==> src/include/rxcse_map.svh <==
// rxcse_map.svh: offsets, fields, status codes and counts for the receive status encoder
// assumes: included by bare name from the encoder design file and the testbench
`ifndef RXCSE_MAP_SVH
`define RXCSE_MAP_SVH

// register byte addresses on the plain register port
`define RXCSE_ADDR_CTRL 8'h00
`define RXCSE_ADDR_STATUS 8'h04
`define RXCSE_ADDR_BALANCE 8'h08

// control register fields
`define RXCSE_CTRL_BIST_BIT 0
`define RXCSE_CTRL_TYPE_BIT 1
`define RXCSE_CTRL_FRAME_LSB 2
`define RXCSE_CTRL_RESET 32'h0000_0000

// status register fields
`define RXCSE_STAT_CODE_LSB 0
`define RXCSE_STAT_STATE_LSB 4
`define RXCSE_STAT_HOLD_LSB 8

// three-bit status codes
`define RXCSE_ST_DATA 3'h0
`define RXCSE_ST_SPECIAL 3'h1
`define RXCSE_ST_ELASTIC 3'h2
`define RXCSE_ST_FRAMING 3'h3
`define RXCSE_ST_CODEVIOL 3'h4
`define RXCSE_ST_UNLOCK 3'h5
`define RXCSE_ST_DISPARITY 3'h6
`define RXCSE_ST_BIST_WAIT 3'h7

// priority levels, 1 most important
`define RXCSE_LVL_UNLOCK 3'h1
`define RXCSE_LVL_ELASTIC 3'h2
`define RXCSE_LVL_CODEVIOL 3'h4
`define RXCSE_LVL_FRAMING 3'h5
`define RXCSE_LVL_DISPARITY 3'h6
`define RXCSE_LVL_CHAR 3'h7

// substituted characters on the data bus
`define RXCSE_CHAR_C0_7 8'he0
`define RXCSE_CHAR_C1_7 8'he1
`define RXCSE_CHAR_C2_7 8'he2
`define RXCSE_CHAR_C4_7 8'he4

// disparity error kind selector
`define RXCSE_DISP_C1 2'h0
`define RXCSE_DISP_C2 2'h1

// bist counts
`define RXCSE_RECENTRE_CHARS 4'h9
`define RXCSE_ERR_EXCESS 16'sh0010
`define RXCSE_BAL_MIN 16'sh8001

`endif

==> src/include/rxcse_pkg.sv <==
// rxcse_pkg: types of the receive status encoder
// assumes: nothing beyond the tool's package support
package rxcse_pkg;

  // receive bist progress
  typedef enum logic [1:0] {
    RXCSE_BIST_START = 2'b00,
    RXCSE_BIST_WAIT = 2'b01,
    RXCSE_BIST_COMPARE = 2'b10
  } rxcse_bist_state_t;

endpackage : rxcse_pkg

==> src/rtl/rxcse_status_encoder.sv <==
// rxcse_status_encoder: per-character receive status word and data output
// assumes: one decoded character per char_valid cycle from the decoder,
// condition flags valid beside it, host samples the registered output bus
//
// Operation
// - valid data character reports 000, level 7
// - other valid special character reports 001, level 7
// - type A buffer add/drop failure reports 010
// - framing match reports 011, data kept unless a disparity error puts C4.7/C1.7/C2.7 on it
// - undecodable character: C0.7 and 100
// - receive PLL unlocked reports 101, level 1
// - disparity error: C4.7/C1.7/C2.7 and 110
// - bist data match reports 000
// - bist command match reports 001
// - bist last character valid reports 010
// - bist last character invalid reports 100
// - bist start, unlock, buffer fault report 101
// - bist compare mismatch reports 110
// - bist waiting for start character reports 111
// - status type control register bit picks format A or B
// - PLL unlock forces bist to start state
// - errors over matches by more than 16 forces wait
// - buffer fault holds bist start nine characters
//
// The address map and the plain strobed port were left to the implementer.
`timescale 1ns/1ps
`default_nettype none
`include "rxcse_map.svh"

module rxcse_status_encoder (
  input wire logic clk,
  input wire logic sys_rst,
  // register port
  input wire logic [7:0] bus_addr,
  input wire logic [31:0] bus_wdata,
  input wire logic bus_wr,
  input wire logic bus_rd,
  output logic [31:0] bus_rdata,
  // decoder side, one character per char_valid
  input wire logic char_valid,
  input wire logic [7:0] decoded_byte,
  input wire logic is_special,
  input wire logic framing_match,
  input wire logic code_violation,
  input wire logic disparity_error,
  input wire logic [1:0] disparity_kind,
  input wire logic elastic_fault,
  input wire logic pll_unlocked,
  // bist comparator side
  input wire logic bist_match,
  input wire logic bist_start_char,
  input wire logic bist_last_char,
  // framer steering
  output logic [1:0] framing_char_select,
  // host output bus
  output logic [7:0] rx_data,
  output logic [2:0] rx_char_status,
  output logic rx_char_valid
);

  // control register and read path
  logic [31:0] ctrl; // software configuration
  logic [31:0] next_ctrl;
  logic [31:0] next_rdata;
  logic bist_en; // receive bist compare enabled
  logic status_type_select; // low: type A, high: type B

  // bist state
  rxcse_pkg::rxcse_bist_state_t bist_state;
  rxcse_pkg::rxcse_bist_state_t next_bist_state;
  logic [3:0] hold_cnt; // characters left until buffer recentred
  logic [3:0] next_hold_cnt;
  logic signed [15:0] balance; // errors minus matches
  logic signed [15:0] next_balance;

  // output register
  logic [7:0] next_rx_data;
  logic [2:0] next_rx_char_status;
  logic next_rx_char_valid;

  // normal-format priority pick
  logic [7:1] prio_req;
  logic [2:0] prio_level;

  assign bist_en = ctrl[`RXCSE_CTRL_BIST_BIT];
  assign status_type_select = ctrl[`RXCSE_CTRL_TYPE_BIT];
  assign framing_char_select = ctrl[`RXCSE_CTRL_FRAME_LSB +: 2];

  // register writes and read data, answered one cycle after the strobe
  always_comb begin
    next_ctrl = ctrl;
    next_rdata = 32'h0000_0000;
    if (bus_wr && bus_addr == `RXCSE_ADDR_CTRL) begin
      next_ctrl = {28'h0000000, bus_wdata[3:0]}; // upper bits reserved
    end
    if (bus_rd) begin
      if (bus_addr == `RXCSE_ADDR_CTRL) begin
        next_rdata = ctrl;
      end else if (bus_addr == `RXCSE_ADDR_STATUS) begin
        next_rdata[`RXCSE_STAT_CODE_LSB +: 3] = rx_char_status;
        next_rdata[`RXCSE_STAT_STATE_LSB +: 2] = bist_state;
        next_rdata[`RXCSE_STAT_HOLD_LSB +: 4] = hold_cnt;
      end else if (bus_addr == `RXCSE_ADDR_BALANCE) begin
        next_rdata = {{16{balance[15]}}, balance};
      end else begin
        next_rdata = 32'h0000_0000; // unmapped reads as zero
      end
    end
  end

  always_ff @(posedge clk or posedge sys_rst) begin
    if (sys_rst) begin
      ctrl <= `RXCSE_CTRL_RESET;
      bus_rdata <= 32'h0000_0000;
    end else begin
      ctrl <= next_ctrl;
      bus_rdata <= next_rdata;
    end
  end

  // requests by priority level; type B leaves the buffer code reserved
  always_comb begin
    prio_req = 7'h00;
    prio_req[`RXCSE_LVL_UNLOCK] = pll_unlocked;
    prio_req[`RXCSE_LVL_ELASTIC] = elastic_fault && !status_type_select;
    prio_req[`RXCSE_LVL_CODEVIOL] = code_violation;
    prio_req[`RXCSE_LVL_FRAMING] = framing_match;
    prio_req[`RXCSE_LVL_DISPARITY] = disparity_error;
    prio_req[`RXCSE_LVL_CHAR] = 1'b1;
  end

  rxcse_prio_pick u_pick (
    .req(prio_req),
    .level(prio_level)
  );

  // bist progress and status, next values
  always_comb begin
    next_bist_state = bist_state;
    next_hold_cnt = hold_cnt;
    next_balance = balance;
    next_rx_char_status = rx_char_status;
    next_rx_data = rx_data;
    next_rx_char_valid = char_valid;
    if (char_valid) begin
      // data bus substitution for violations
      if (code_violation) begin
        next_rx_data = `RXCSE_CHAR_C0_7;
      end else if (disparity_error) begin
        if (disparity_kind == `RXCSE_DISP_C1) begin
          next_rx_data = `RXCSE_CHAR_C1_7;
        end else if (disparity_kind == `RXCSE_DISP_C2) begin
          next_rx_data = `RXCSE_CHAR_C2_7;
        end else begin
          next_rx_data = `RXCSE_CHAR_C4_7;
        end
      end else begin
        next_rx_data = decoded_byte; // framing keeps its value
      end
      // normal formats
      case (prio_level)
        `RXCSE_LVL_UNLOCK: next_rx_char_status = `RXCSE_ST_UNLOCK;
        `RXCSE_LVL_ELASTIC: next_rx_char_status = `RXCSE_ST_ELASTIC;
        `RXCSE_LVL_CODEVIOL: next_rx_char_status = `RXCSE_ST_CODEVIOL;
        `RXCSE_LVL_FRAMING: next_rx_char_status = `RXCSE_ST_FRAMING;
        `RXCSE_LVL_DISPARITY: next_rx_char_status = `RXCSE_ST_DISPARITY;
        default: next_rx_char_status = is_special ? `RXCSE_ST_SPECIAL : `RXCSE_ST_DATA;
      endcase
      // bist countdown only counts characters, not clocks
      if (hold_cnt != 4'h0) begin
        next_hold_cnt = hold_cnt - 4'h1;
      end
      if (bist_en) begin
        if (pll_unlocked) begin
          // unlock wins over every state
          next_bist_state = rxcse_pkg::RXCSE_BIST_START;
          next_rx_char_status = `RXCSE_ST_UNLOCK;
          // a buffer fault beside the unlock still needs its recentre hold
          if (elastic_fault) begin
            next_hold_cnt = `RXCSE_RECENTRE_CHARS;
          end
        end else if (elastic_fault || hold_cnt != 4'h0) begin
          // hold start until the buffer is centred again
          if (elastic_fault) begin
            next_hold_cnt = `RXCSE_RECENTRE_CHARS;
          end
          next_bist_state = rxcse_pkg::RXCSE_BIST_START;
          next_rx_char_status = `RXCSE_ST_UNLOCK;
        end else begin
          case (bist_state)
            rxcse_pkg::RXCSE_BIST_START: begin
              // compares not begun; next character starts the search
              next_rx_char_status = `RXCSE_ST_UNLOCK;
              next_bist_state = rxcse_pkg::RXCSE_BIST_WAIT;
            end
            rxcse_pkg::RXCSE_BIST_WAIT: begin
              next_rx_char_status = `RXCSE_ST_BIST_WAIT;
              if (bist_start_char) begin
                next_bist_state = rxcse_pkg::RXCSE_BIST_COMPARE;
                next_balance = 16'sh0000;
              end
            end
            rxcse_pkg::RXCSE_BIST_COMPARE: begin
              if (bist_last_char) begin
                next_rx_char_status = bist_match ? `RXCSE_ST_ELASTIC : `RXCSE_ST_CODEVIOL;
              end else if (bist_match) begin
                next_rx_char_status = is_special ? `RXCSE_ST_SPECIAL : `RXCSE_ST_DATA;
              end else begin
                next_rx_char_status = `RXCSE_ST_DISPARITY;
              end
              // balance saturates low so a long good run cannot wrap
              if (!bist_match) begin
                next_balance = balance + 16'sh0001;
              end else if (balance != `RXCSE_BAL_MIN) begin
                next_balance = balance - 16'sh0001;
              end
              if (next_balance > `RXCSE_ERR_EXCESS) begin
                next_bist_state = rxcse_pkg::RXCSE_BIST_WAIT;
              end
            end
            default: next_bist_state = rxcse_pkg::RXCSE_BIST_START;
          endcase
        end
      end else begin
        // bist off: rearm at start for the next enable
        next_bist_state = rxcse_pkg::RXCSE_BIST_START;
      end
    end
  end

  // bist and output registers
  always_ff @(posedge clk or posedge sys_rst) begin
    if (sys_rst) begin
      bist_state <= rxcse_pkg::RXCSE_BIST_START;
      hold_cnt <= 4'h0;
      balance <= 16'sh0000;
      rx_data <= 8'h00;
      rx_char_status <= 3'h0;
      rx_char_valid <= 1'b0;
    end else begin
      bist_state <= next_bist_state;
      hold_cnt <= next_hold_cnt;
      balance <= next_balance;
      rx_data <= next_rx_data;
      rx_char_status <= next_rx_char_status;
      rx_char_valid <= next_rx_char_valid;
    end
  end
endmodule : rxcse_status_encoder

`default_nettype wire

==> src/rtl/rxcse_prio_pick.sv <==
// rxcse_prio_pick: picks the most important asserted priority level
// assumes: level 1 is most important, level 7 always requested by the caller
`timescale 1ns/1ps
`default_nettype none

module rxcse_prio_pick (
  input wire logic [7:1] req,
  output logic [2:0] level
);

  // scan from least to most important so the lowest level wins
  always_comb begin
    level = 3'h7;
    for (int i = 7; i >= 1; i--) begin
      if (req[i]) begin
        level = 3'(i);
      end
    end
  end

endmodule : rxcse_prio_pick

`default_nettype wire

==> config.mk <==
export PLATFORM = sky130hd
export DESIGN_NAME = rxcse_status_encoder
export DESIGN_NICKNAME = d
export VERILOG_FILES = /design/src/include/rxcse_pkg.sv /design/src/rtl/rxcse_status_encoder.sv /design/src/rtl/rxcse_prio_pick.sv
export VERILOG_INCLUDE_DIRS = /design/src /design/src/include
export SDC_FILE = /design/constraint.sdc
export NUM_CORES = 1
export LEC_CHECK = 0
export BUFFER_PORTS_ARGS = -buffer_cell sky130_fd_sc_hd__buf_2
export CAP_MARGIN = 40
export CORE_ASPECT_RATIO = 0.6
export CORE_MARGIN = 3
export CORE_UTILIZATION = 25
export CTS_CLUSTER_DIAMETER = 200
export CTS_CLUSTER_SIZE = 14
export DETAILED_ROUTE_END_ITERATION = 6
export GPL_TIMING_DRIVEN = 0
export PLACE_DENSITY_LB_ADDON = 0.2
export SKIP_LAST_GASP = 1
export SYNTH_ARGS = -nofsm -noshare
export SYNTH_HDL_FRONTEND = slang
export SYNTH_SLANG_ARGS = --single-unit
==> constraint.sdc <==
create_clock -name clk -period 2.9 [get_ports clk]
set_clock_uncertainty 0.15 [all_clocks]
set_input_delay 0.145 -clock clk [delete_from_list [all_inputs] [get_ports clk]]
set_output_delay 0.145 -clock clk [all_outputs]
set_load 0.01 [all_outputs]
# [Word level (Yosys, flattened, before mapping)]
# Cells that the tools add are included.
[word_totals] input_bits=64 register_bits=70
[classes] n_reduce_logical=11 magnitude_cmp=1 muxes=47 bitwise=2 addsub=3 eq_ne=14
[op_table] cell="16-bit two-way mux" n=8
[op_table] cell="32-bit two-way mux" n=3
[op_table] cell="3-bit two-way mux" n=11
[op_table] cell="16-bit one-hot mux with 2 select lines" n=1
[op_table] cell="4-bit two-way mux" n=6
[op_table] cell="20-bit two-way mux" n=1
[op_table] cell="2-bit two-way mux" n=9
[op_table] cell="16-bit by 2-bit adder with 16-bit output (second input constant)" n=1
[op_table] cell="16-bit by 6-bit > comparator with 1-bit output (second input constant)" n=1
[op_table] cell="8-bit two-way mux" n=2
[op_table] cell="16-bit != test (second input constant)" n=1
[op_table] cell="16-bit by 2-bit subtractor with 16-bit output (second input constant)" n=1
[op_table] cell="3-bit one-hot mux with 5 select lines" n=1
[op_table] cell="5-bit != test (second input constant)" n=2
[op_table] cell="3-bit == test (second input constant)" n=3
[op_table] cell="3-bit one-hot mux with 3 select lines" n=1
[op_table] cell="8-bit by 3-bit == test with 1-bit output (second input constant)" n=1
[op_table] cell="8-bit by 4-bit == test with 1-bit output (second input constant)" n=1
[op_table] cell="8-bit zero test" n=1
[op_table] cell="2-bit one-hot mux with 3 select lines" n=1
[op_table] cell="6-bit AND reduction" n=1
[op_table] cell="2-bit by 1-bit == test with 1-bit output (second input constant)" n=2
[op_table] cell="2-bit zero test" n=2
[op_table] cell="4-bit nonzero test" n=1
[op_table] cell="other kinds (12)" n=16

# [Depth between registers and ports, before layout]
# Gate-level depths: netlist of run 1.
[depth] ltp_word=14 mapped_depth=11 mapped_depth_nobuf=9

# [Modules after synthesis]
# From an unflattened synthesis of run 1, not the netlist that was laid out.
[unflattened] cells_unflattened=397 area_unflattened_um2=3480.8
[modules_own_cells] module="rxcse_status_encoder" cells_per_inst=389 area_each_um2=3437.0 seq_area_each_um2=1351.3 n_inst=1
[modules_own_cells] module="rxcse_prio_pick" cells_per_inst=8 area_each_um2=43.8 seq_area_each_um2=0.0 n_inst=1

# [Worst setup path after synthesis of run 1]
# No wires, ideal clock.
[synth_timing] path_type="register to register" start="register balance[9]" end="register bist_state[0]" setup_ps=120 arrival_time_ps=2291 synth_period_minus_slack_ps=2561 n_path_buf=1 setup_slack_ps=339 path_stages_with_launch=9 cell_sequence="dfrtp_1 buf_2 or3_1 a2111oi_0 a22oi_1 xnor2_1 a2111oi_2 a41oi_1 a31o_1"
[synth_between] elab_chain_cells=11 elab_cells_between_ends=13 cone_classes="add/sub (2); order compare (1); eq/ne (2); mux (7); reduce/logical (1)"
[synth_lines] item="start, declared" line="rxcse_status_encoder.sv:73" rtl="logic signed [15:0] balance;"
[synth_lines] item="start signal, assigned" line="rxcse_status_encoder.sv:243" rtl="balance <= next_balance;"
[synth_lines] item="16-bit by 2-bit subtractor with 16-bit output or 16-bit != test (tied branches)"
[synth_lines] item="16-bit two-way mux" line="rxcse_status_encoder.sv:214" rtl="end else if (balance != `RXCSE_BAL_MIN) begin"
[synth_lines] item="16-bit two-way mux (*)" line="rxcse_status_encoder.sv:212" rtl="if (!bist_match) begin"
[synth_lines] item="16-bit two-way mux (*)" line="rxcse_status_encoder.sv:190" rtl="case (bist_state)"
[synth_lines] item="16-bit two-way mux (*)" line="rxcse_status_encoder.sv:182" rtl="end else if (elastic_fault || hold_cnt != 4'h0) begin"
[synth_lines] item="16-bit two-way mux (*)" line="rxcse_status_encoder.sv:174" rtl="if (pll_unlocked) begin"
[synth_lines] item="16-bit two-way mux (*)" line="rxcse_status_encoder.sv:173" rtl="if (bist_en) begin"
[synth_lines] item="16-bit two-way mux (*)" line="rxcse_status_encoder.sv:145" rtl="if (char_valid) begin"
[synth_lines] item="16-bit by 6-bit > comparator with 1-bit output (no line) (*)"
[synth_lines] item="5-bit != test (no line) (*)"
[synth_lines] item="3-bit AND reduction (no line) (*)"
[synth_lines] item="end signal, assigned" line="rxcse_status_encoder.sv:234" rtl="bist_state <= rxcse_pkg::RXCSE_BIST_START;"
[synth_lines] item="end signal, assigned" line="rxcse_status_encoder.sv:241" rtl="bist_state <= next_bist_state;"
[synth_lines] item="end, declared" line="rxcse_status_encoder.sv:69" rtl="rxcse_pkg::rxcse_bist_state_t bist_state;"
# Every way passes the cells marked *; elsewhere a longest branch is shown, timed or not. The select of a mux whose other input is x is not followed.
# A chain may end at the register's enable or synchronous reset.

# [Worst setup path after layout of run 1]
[layout_timing] start="register balance[0]" end="register bist_state[0]"
# The elaborated chain is that of the path after synthesis.

==> impl_metrics.yaml, run 1 <==
grt:
  grt_start_max_net_pins: 35
  grt-ovfl-total: 0
  grt_use_met2_pct: 19.3
  grt.met3_usage_pct: 2.96
  antenna_found_initial: 0
  grt_pass1_vias: 3070
  grt_pass1_wl_um: 16800
  grt_busiest_layer: "met1"
  use_met1_pct: 23.3
  globalRouteTotalUtil_pct: 14.4
worst_hold_path:
  holdCritStartpoint: "decoded_byte[6]"
  hold_end: "rx_data[6]$_DFFE_PP0P_"
  whs_path_depth: 3
  hold_path.class: "in -> reg"
detailed_routing:
  vias_per_cell: 4.99
  vias: 3311
  drtPass1Iterations: 5
  drc_errors: 0
  ant_nets: 0
  drtIter0Drc: 241
  wl_um: 10500
  wl_per_cell_um: 15.8
setup_path:
  reg2regPathDepth: 7
  crit_slowest_cell: "or3b_1"
  startpoint_type: "flop"
  regToRegSetupSlack_ns: 0.12
  cp_num_buf_inv: 0
  worst_setup_path_end_kind: "flop"
  critPathRequiredTime_ns: 2.94
  crit_fanout: 7
  r2r-end: "bist_state[0]$_DFFE_PP0P_"
  worstPathCellList: "or3b_1, or4_1, o22ai_1, xnor2_1, a2111oi_2, a41oi_2, a31o_1"
  critPathMaxStageDelay_ns: 0.47
  cp_top_family: "compound AO/OA/AOI/OAI gates"
  critPathKind: "reg -> reg"
  critPathArrivalTime_ns: 2.82
  reg2reg_from: "balance[0]$_DFFE_PP0P_"
sta:
  rsz0062_at_grt: "yes"
  setup_violations: 0
  tightest_slew_ns: 0.746
  finalCritPeriodShare_pct: 95.9
  fmax_mhz: 359
  worst_hold_slack_ns: 0.00706
  fin_tns_setup_ns: 0
  slew_headroom_pct: 50.2
  maxSlewViolCount: 0
  fin_crit_ns: 2.78
  finalHoldViolCount: 0
clocking:
  cts.sinks: 54
  cts_tree: "yes"
  clock_path_buffers: 2
  htreeDepth: 2
  clk_latency_ns: 0.30
  path_clk_slew_ns: 0.07
  numCtsBuffers: 5
  cts_root_buf: "clkbuf_16"
placement:
  port_buffers: 78
  finalWeightedCongestion: 0.936
  detailed_place_hpwl_um: 7980
logic_synthesis:
  synth_fp_nets: 460
  ys_ff_latch: 54
  ys.flop_type: "dfrtp_1"
  avgSynthCellArea_um2: 8.62
  netlist_area_um2: 3360
  syn_inst: 390
  synth_edf_count: 0
  synth-seq-area-share_pct: 40.2
  synth_cell_type_count: 63
  ys_warn_count: 0
  async_flop_share_pct: 100
cells_and_area:
  drive_above_1_share_pct: 29.8
  nNetsFinal: 563
  syn2layout_area_growth_pct: 31.3
  multi_input_area_um2: 1810
  seq_area_um2: 1350
  antennaDiodeCount: 0
  fillers: 1367
pwr:
  power_leakage_nw: 2.02
  max-vdd-ir-drop_uv: 200
  p_per_area_nw_per_um2: 389
floorplan:
  num_rows: 32
  core_area_um2: 13000
  dieArea_um2: 14900
  die_w_um: 156
  start_util_pct: 25.9
  ioPinCount: 110
  die_h_um: 95.8
outcome:
  outcome: "finished, final reports clean"
run:
  drv_cap: 0
==> registers in the layout, indices dropped and copies added (netlist names) <==
name / count
balance: 16
bus_rdata: 16
rx_data: 8
ctrl: 4
hold_cnt: 4
rx_char_status: 3
bist_state: 2
rx_char_valid: 1
==> tightest hold or removal path: stages <==
cell and delay, ns:
buf_2 0.08, nor3_1 0.04, a21oi_1 0.14
==> area by class of cell <==
| cell class | count | area share (%) |
|---|---|---|
| plain buffers | 43 | 5.76 |
| inverters | 21 | 1.79 |
| multi-input cells | 272 | 41.0 |
| clock buffers | 5 | 2.84 |
| flip-flops and latches | 54 | 30.6 |
| well taps | 170 | 4.82 |
| repair buffers | 96 | 12.9 |
| clock inverters | 2 | 0.312 |
==> worst max path at each step <==
stage                                           end               startpoint  depth (start not counted)
after floorplan           bist_state[0]$_DFFE_PP0P_   balance[9]$_DFFE_PP0P_                          8
after global placement       balance[7]$_DFFE_PP0P_  hold_cnt[0]$_DFFE_PP0P_                         10
after detailed placement    balance[14]$_DFFE_PP0P_  hold_cnt[0]$_DFFE_PP0P_                         10
final                     bist_state[0]$_DFFE_PP0P_   balance[0]$_DFFE_PP0P_                          7
after CTS                 bist_state[0]$_DFFE_PP0P_   balance[4]$_DFFE_PP0P_                          8
after global routing      bist_state[0]$_DFFE_PP0P_   balance[4]$_DFFE_PP0P_                          9
==> cell usage in the layout (no fill, tap or decap), types with 6 or more instances in the layout <==
cell,Yosys,layout
inv_1,21,20
clkbuf_1,17,15
buf_4,18,26
nor3_1,17,13
xnor2_1,7,7
nand3_1,12,11
o21ai_0,28,28
a21oi_1,23,23
nor2_1,39,38
dlygate4sd3_1,0,12
mux2i_1,6,6
o31ai_1,7,6
and2_1,9,9
buf_2,6,82
ha_1,6,6
a22oi_1,8,8
o22ai_1,7,7
nand2_1,25,25
dfrtp_1,54,53
==> cells by family after synthesis <==
| group | count (synthesis) | synth area share, % |
|---|---|---|
| compound gates | 100 | 19.2 |
| xor+xnor | 11 | 2.87 |
| fa+ha+maj | 6 | 2.23 |
| buf+inv | 64 | 9.42 |
| flops | 54 | 40.2 |
| mux | 10 | 3.13 |
| simple gates | 145 | 23.0 |
==> cell usage after synthesis, drive strengths merged (5+ instances only) <==
library cell | n | share of area (%)
dfrtp | 54 | 40
nor2b | 5 | 0.93
nand3 | 12 | 1.8
inv | 21 | 2.3
nor4 | 7 | 1.5
and2 | 9 | 1.7
mux2i | 6 | 1.8
a22oi | 8 | 1.8
nor3 | 18 | 2.8
nor2 | 39 | 4.4
buf | 25 | 5.0
o21ai | 29 | 4.3
a21oi | 23 | 3.4
o22ai | 7 | 1.3
clkbuf | 18 | 2.0
nand2 | 25 | 2.8
xnor2 | 7 | 1.8
o31ai | 7 | 1.6
or3 | 5 | 0.93
ha | 6 | 2.2
==> report_power, final <==
part | leakage, nW | internal [mW] | switching (mW)
Combinational | 1.25 | 0.124 | 0.143
Clock | 0.0701 | 0.318 | 0.295
Sequential | 0.704 | 0.793 | 0.0409
==> stage by stage <==
step	setup slack [ns]	area, um^2	total power [mW]	util [%]	instances
2_1_floorplan	0.339	3360	0.992	-	390
3_3_place_gp	-0.185	3970	1.08	30.6	638
3_5_place_dp	-0.237	3990	1.09	30.7	639
4_1_cts	0.000566	4270	1.72	32.9	658
5_1_grt	-0.0159	4410	1.80	34.0	663
6_report	0.118	4410	1.71	34.0	663
==> repair_timing <==
action,4_1_cts,5_1_grt
resized for setup,7,29
buffers inserted,0,5
hold endpoints to repair,31,0
pin swaps,0,7
setup endpoints to repair,13,16
hold buffers,12,0
==> layer usage <==
layer,up-vias,wire [um]
met3,6,729
met4,0,57
met5,-,0
met1,1599,5750
li1,1577,-
met2,129,3950
Power figures use the tool's default switching activity.
==> run 2: changes to the inputs <==
--- a/config.mk
+++ b/config.mk
@@ -8,12 +8,15 @@
 export LEC_CHECK = 0
 export BUFFER_PORTS_ARGS = -buffer_cell sky130_fd_sc_hd__buf_2
 export CAP_MARGIN = 40
+export CELL_PAD_IN_SITES_DETAIL_PLACEMENT = 1
+export CELL_PAD_IN_SITES_GLOBAL_PLACEMENT = 1
 export CORE_ASPECT_RATIO = 0.6
 export CORE_MARGIN = 3
 export CORE_UTILIZATION = 25
 export CTS_CLUSTER_DIAMETER = 200
 export CTS_CLUSTER_SIZE = 14
 export DETAILED_ROUTE_END_ITERATION = 6
+export GPL_ROUTABILITY_DRIVEN = 0
 export GPL_TIMING_DRIVEN = 0
 export PLACE_DENSITY_LB_ADDON = 0.2
 export SKIP_LAST_GASP = 1
==> run 2 against run 1 <==
The run now ends with hold timing left. Fmax fell by 2.4%. Clock power rose by 3.4%. Worst setup slack got worse by 0.070 ns. Sequential share of layout area shrank 0.32 points. Largest cell class unchanged. Highest routed layer unchanged.
==> impl_metrics.yaml, run 2 (synthesis gave the netlist of run 1 again) <==
cells_and_area:
  final_core_util_pct: 34.4
  top_regs: "balance: 16 flops, bus_rdata: 16 flops, rx_data: 8 flops"
  syn2layout_area_growth_pct: 32.8
  drive_above_1_share_pct: 30.7
  layout_commonest_cell: "buf_2"
  nNetsFinal: 561
  antennaDiodeCount: 0
  final_area_um2: 4460
  most-common-layout-cells: "82 x buf_2, 52 x dfrtp_1, 38 x nor2_1"
sta:
  rsz0062_at_grt: "no"
  fmax_mhz: 351
  worst_hold_slack_ns: -0.00456
  fin_tns_setup_ns: 0
  maxSlewViolCount: 0
  finalCritPeriodShare_pct: 98.3
  tightest_slew_ns: 0.658
  fin_crit_ns: 2.85
  setup_violations: 0
  slew_headroom_pct: 55.8
  finalHoldViolCount: 1
placement:
  port_buffers: 78
  place_area_um2: 3990
  detailed_place_hpwl_um: 8890
setup_path:
  crit_fanout: 7
  critPathArrivalTime_ns: 2.90
  critPathRequiredTime_ns: 2.95
  startpoint_type: "flop"
  worst_setup_path_end_kind: "flop"
  critPathKind: "reg -> reg"
floorplan:
  die_w_um: 156
  num_rows: 32
  die_h_um: 95.8
  core_area_um2: 13000
  start_util_pct: 25.9
  dieArea_um2: 14900
  ioPinCount: 110
clocking:
  cts_root_buf: "clkbuf_16"
  cts.sinks: 54
  clock_path_buffers: 2
  htreeDepth: 2
  clk_latency_ns: 0.30
  path_clk_slew_ns: 0.08
  numCtsBuffers: 5
  cts_tree: "yes"
detailed_routing:
  wl_um: 11600
  vias_per_cell: 4.91
  drtPass1Iterations: 4
  drtIter0Drc: 215
  vias: 3251
  wl_per_cell_um: 17.6
  ant_nets: 0
  drc_errors: 0
grt:
  globalRouteTotalUtil_pct: 16.1
  antenna_found_initial: 0
  grt_pass1_vias: 3346
  grt_start_max_net_pins: 33
  grt-ovfl-total: 0
  grt_pass1_wl_um: 18800
pwr:
  pwr-share-seq_pct: 48.0
  p_sw_share_pct: 28.8
  internal_power_mw: 1.24
  clkPwrFrac_pct: 36.3
  power_frac_comb_pct: 15.7
  power_leakage_nw: 2.05
  power.switching_uw: 503
  max-vdd-ir-drop_uv: 191
  p_per_area_nw_per_um2: 391
worst_hold_path:
  hold_path.class: "in -> reg"
outcome:
  outcome: "finished, violations left"
  violations: "hold timing"
run:
  drv_cap: 0
run 2: power by group through the flow:
stage          logic [mW]  registers, mW  clock network [mW]
6_report            0.275          0.839               0.634
3_5_place_dp        0.247          0.851                   0
3_3_place_gp        0.237          0.849                   0
4_1_cts             0.267          0.837               0.660
5_1_grt             0.316          0.848               0.688
2_1_floorplan       0.150          0.843                   0
run 2: repair_timing:
action                                  in CTS  in global routing
pin swaps                                    1                  6
hold buffers                                13                  0
gates resized for setup                     13                 31
setup buffers                                2                  3
endpoints found under the setup margin      13                 16
hold endpoints to repair                    34                  0
run 2: worst paths after layout:
path / to / cells past startpoint / startpoint / slack [ns]
worst max-delay path: bist_state[0]$_DFFE_PP0P_ / 9 / balance[0]$_DFFE_PP0P_ / 0.05
worst min register to register: rx_data[3]$_DFFE_PP0P_ / 2 / rx_data[3]$_DFFE_PP0P_ / 0.38
max in group asynchronous: balance[1]$_DFFE_PP0P_ / 4 / sys_rst / 1.74
worst max register to register: bist_state[0]$_DFFE_PP0P_ / 9 / balance[0]$_DFFE_PP0P_ / 0.05
worst min-delay path: rx_data[1]$_DFFE_PP0P_ / 3 / decoded_byte[1] / -0.005
min in group asynchronous: hold_cnt[0]$_DFFE_PP0P_ / 3 / sys_rst / 0.27
run 2: final cells by class:
| type | count | area [um^2] |
|---|---|---|
| clock buffer | 5 | 125 |
| tap | 170 | 213 |
| inverter | 21 | 78.8 |
| fill | 1546 | 8510 |
| sequential | 54 | 1350 |
| timing repair buffer | 97 | 578 |
| multi-input combinational | 272 | 1840 |
| buffer | 40 | 255 |
| clock inverter | 3 | 25.0 |
run 2: worst max-delay path, cell delays in order, from the launching register on:
cell and delay (ns):
dfrtp_2 0.46, ha_1 0.23, nor4b_4 0.15, and4_1 0.22, buf_6 0.14, nor4_1 0.33
nor2_1 0.20, a2111oi_4 0.40, a41oi_2 0.20, a31o_1 0.25
run 2: stage by stage:
step                total power, mW  std cells  setup slack, ns
floorplan                     0.992        390            0.339
global placement               1.09        638           -0.207
detailed placement             1.10        639           -0.227
CTS                            1.76        662          0.00952
global route                   1.85        662          0.00183
finish                         1.75        662           0.0481
run 2: per-layer routing:
layer	global-route usage [%]	part of all wire, %	wire length (um)	vias to the layer above
met5	0	0	0	-
met4	2.40	0.68	79	0
met3	3.82	7.6	881	9
met2	22.9	39	4540	98
met1	24.9	53	6130	1574
li1	-	-	-	1570
==> run 3: changes to the inputs <==
--- a/config.mk
+++ b/config.mk
@@ -8,8 +8,6 @@
 export LEC_CHECK = 0
 export BUFFER_PORTS_ARGS = -buffer_cell sky130_fd_sc_hd__buf_2
 export CAP_MARGIN = 40
-export CELL_PAD_IN_SITES_DETAIL_PLACEMENT = 1
-export CELL_PAD_IN_SITES_GLOBAL_PLACEMENT = 1
 export CORE_ASPECT_RATIO = 0.6
 export CORE_MARGIN = 3
 export CORE_UTILIZATION = 25
==> run 3 against run 2 <==
The flow now finishes without violations. Largest power group unchanged. Non-clock buffer count grew 2. Global-route usage down 1.8 points. Register-to-register slack barely moved. Fmax shrank 0.34%.
==> impl_metrics.yaml, run 3 (synthesis gave the netlist of run 1 again) <==
outcome:
  outcome: "finished, final reports clean"
cells_and_area:
  syn2layout_area_growth_pct: 31.0
  antennaDiodeCount: 0
  most-common-layout-cells: "82 x buf_2, 53 x dfrtp_1, 38 x nor2_1"
  layout_commonest_cell: "buf_2"
  final_core_util_pct: 34.0
  nNetsFinal: 563
  top_regs: "balance: 16 flops, bus_rdata: 16 flops, rx_data: 8 flops"
  fillers: 1348
  drive_above_1_share_pct: 28.9
clocking:
  clock_path_buffers: 2
  numCtsBuffers: 5
  htreeDepth: 2
  cts.sinks: 54
  path_clk_slew_ns: 0.07
  cts_tree: "yes"
  cts_root_buf: "clkbuf_16"
  clk_latency_ns: 0.29
grt:
  globalRouteTotalUtil_pct: 14.3
  grt_pass1_wl_um: 16800
  antenna_found_initial: 0
  grt_pass1_vias: 3113
  grt-ovfl-total: 0
  grt_start_max_net_pins: 35
sta:
  maxSlewViolCount: 0
  fmax_mhz: 349
  finalHoldViolCount: 0
  slew_headroom_pct: 55.4
  rsz0062_at_grt: "yes"
  tightest_slew_ns: 0.668
  finalCritPeriodShare_pct: 98.7
  setup_violations: 0
  fin_crit_ns: 2.86
placement:
  port_buffers: 78
  detailed_place_hpwl_um: 7880
detailed_routing:
  vias: 3275
  wl_um: 10300
  drc_errors: 0
  drtIter0Drc: 284
  vias_per_cell: 4.93
  ant_nets: 0
  drtPass1Iterations: 5
  wl_per_cell_um: 15.5
floorplan:
  dieArea_um2: 14900
  die_w_um: 156
  ioPinCount: 110
  num_rows: 32
  die_h_um: 95.8
  start_util_pct: 25.9
  core_area_um2: 13000
setup_path:
  startpoint_type: "flop"
  worst_setup_path_end_kind: "flop"
  crit_fanout: 9
  cp_top_family: "compound AO/OA/AOI/OAI gates"
  crit_start: "balance[4]$_DFFE_PP0P_"
  worstPathCellList: "clkbuf_1, nand3_1, nor3_2, a22oi_1, xnor2_1, a2111oi_2, a41oi_2, a31o_1"
  cp_num_buf_inv: 1
  regToRegSetupSlack_ns: 0.04
  crit_slowest_cell: "nor3_2"
  reg2reg_from: "balance[4]$_DFFE_PP0P_"
  critPathRequiredTime_ns: 2.94
  critPathKind: "reg -> reg"
  critPathMaxStageDelay_ns: 0.43
  r2r-end: "bist_state[0]$_DFFE_PP0P_"
  reg2regPathDepth: 8
  critPathArrivalTime_ns: 2.90
worst_hold_path:
  holdCritStartpoint: "decoded_byte[0]"
  hold_path.class: "in -> reg"
  whs_path_depth: 3
  hold_end: "rx_data[0]$_DFFE_PP0P_"
pwr:
  max-vdd-ir-drop_uv: 219
  p_per_area_nw_per_um2: 400
  power_leakage_nw: 2.02
  total_power_mw: 1.76
run:
  drv_cap: 0
==> run 3: cell count changes in the layout (fill, tap and decap cells not counted), sizes merged <==
cell      before  now
buf          110  108
clkbuf        19   25
clkinvlp       1    0
inv           22   21
==> run 3: where the power goes <==
part | internal [mW] | switching (mW)
Sequential | 0.793 | 0.0416
Clock | 0.370 | 0.286
Combinational | 0.126 | 0.143
==> run 3: layout make-up <==
type                       instances  area (um^2)  area share, %
multi-input combinational        272         1770           40.3
sequential                        54         1350           30.7
timing repair buffer              96          571           13.0
buffer                            43          254           5.77
tap                              170          213           4.83
clock buffer                       7          153           3.47
inverter                          21         78.8           1.79
clock inverter                     1         8.76          0.199
==> run 3: metrics by stage <==
| stage | worst slack [ns] | hold WS, ns | setup TNS [ns] | cell area, um^2 | instances |
|---|---|---|---|---|---|
| after global placement | -0.177 | 0.136 | -1.55 | 3970 | 638 |
| final | 0.0384 | 0.00666 | 0 | 4400 | 664 |
| after CTS | 0.00414 | 0.00971 | 0 | 4310 | 660 |
| after floorplan | 0.339 | 0.0264 | 0 | 3360 | 390 |
| after global routing | -0.0856 | 0.0330 | -0.0856 | 4400 | 664 |
| after detailed placement | -0.237 | 0.0446 | -2.26 | 3990 | 639 |
==> run 3: layer usage <==
| metal | track usage (%) | routed length [um] | up-vias |
|---|---|---|---|
| met4 | 2.55 | 95 | 0 |
| li1 | - | - | 1578 |
| met2 | 19.9 | 3930 | 127 |
| met3 | 2.65 | 796 | 9 |
| met5 | 0 | 0 | - |
| met1 | 22.8 | 5480 | 1561 |
==> run 3: worst min-delay path: stages <==
cell     delay (ns)
buf_2          0.08
a21oi_1        0.05
o22ai_1        0.13
==> run 3: what timing repair did <==
action | in CTS | in global routing
endpoints found under the setup margin | 13 | 16
gates resized for setup | 7 | 23
hold buffers | 13 | 0
pin swaps | 0 | 6
hold endpoints to repair | 32 | 0
setup buffers | 0 | 4
==> run 3: how the worst max path moves through the flow <==
stage | cells past startpoint | end | slack, ns
2_1_floorplan | 8 | bist_state[0]$_DFFE_PP0P_ | 0.34
3_3_place_gp | 10 | balance[11]$_DFFE_PP0P_ | -0.18
3_5_place_dp | 10 | balance[11]$_DFFE_PP0P_ | -0.24
4_1_cts | 10 | balance[2]$_DFFE_PP0P_ | 0.004
5_1_grt | 8 | bist_state[0]$_DFFE_PP0P_ | -0.09
6_report | 8 | bist_state[0]$_DFFE_PP0P_ | 0.04
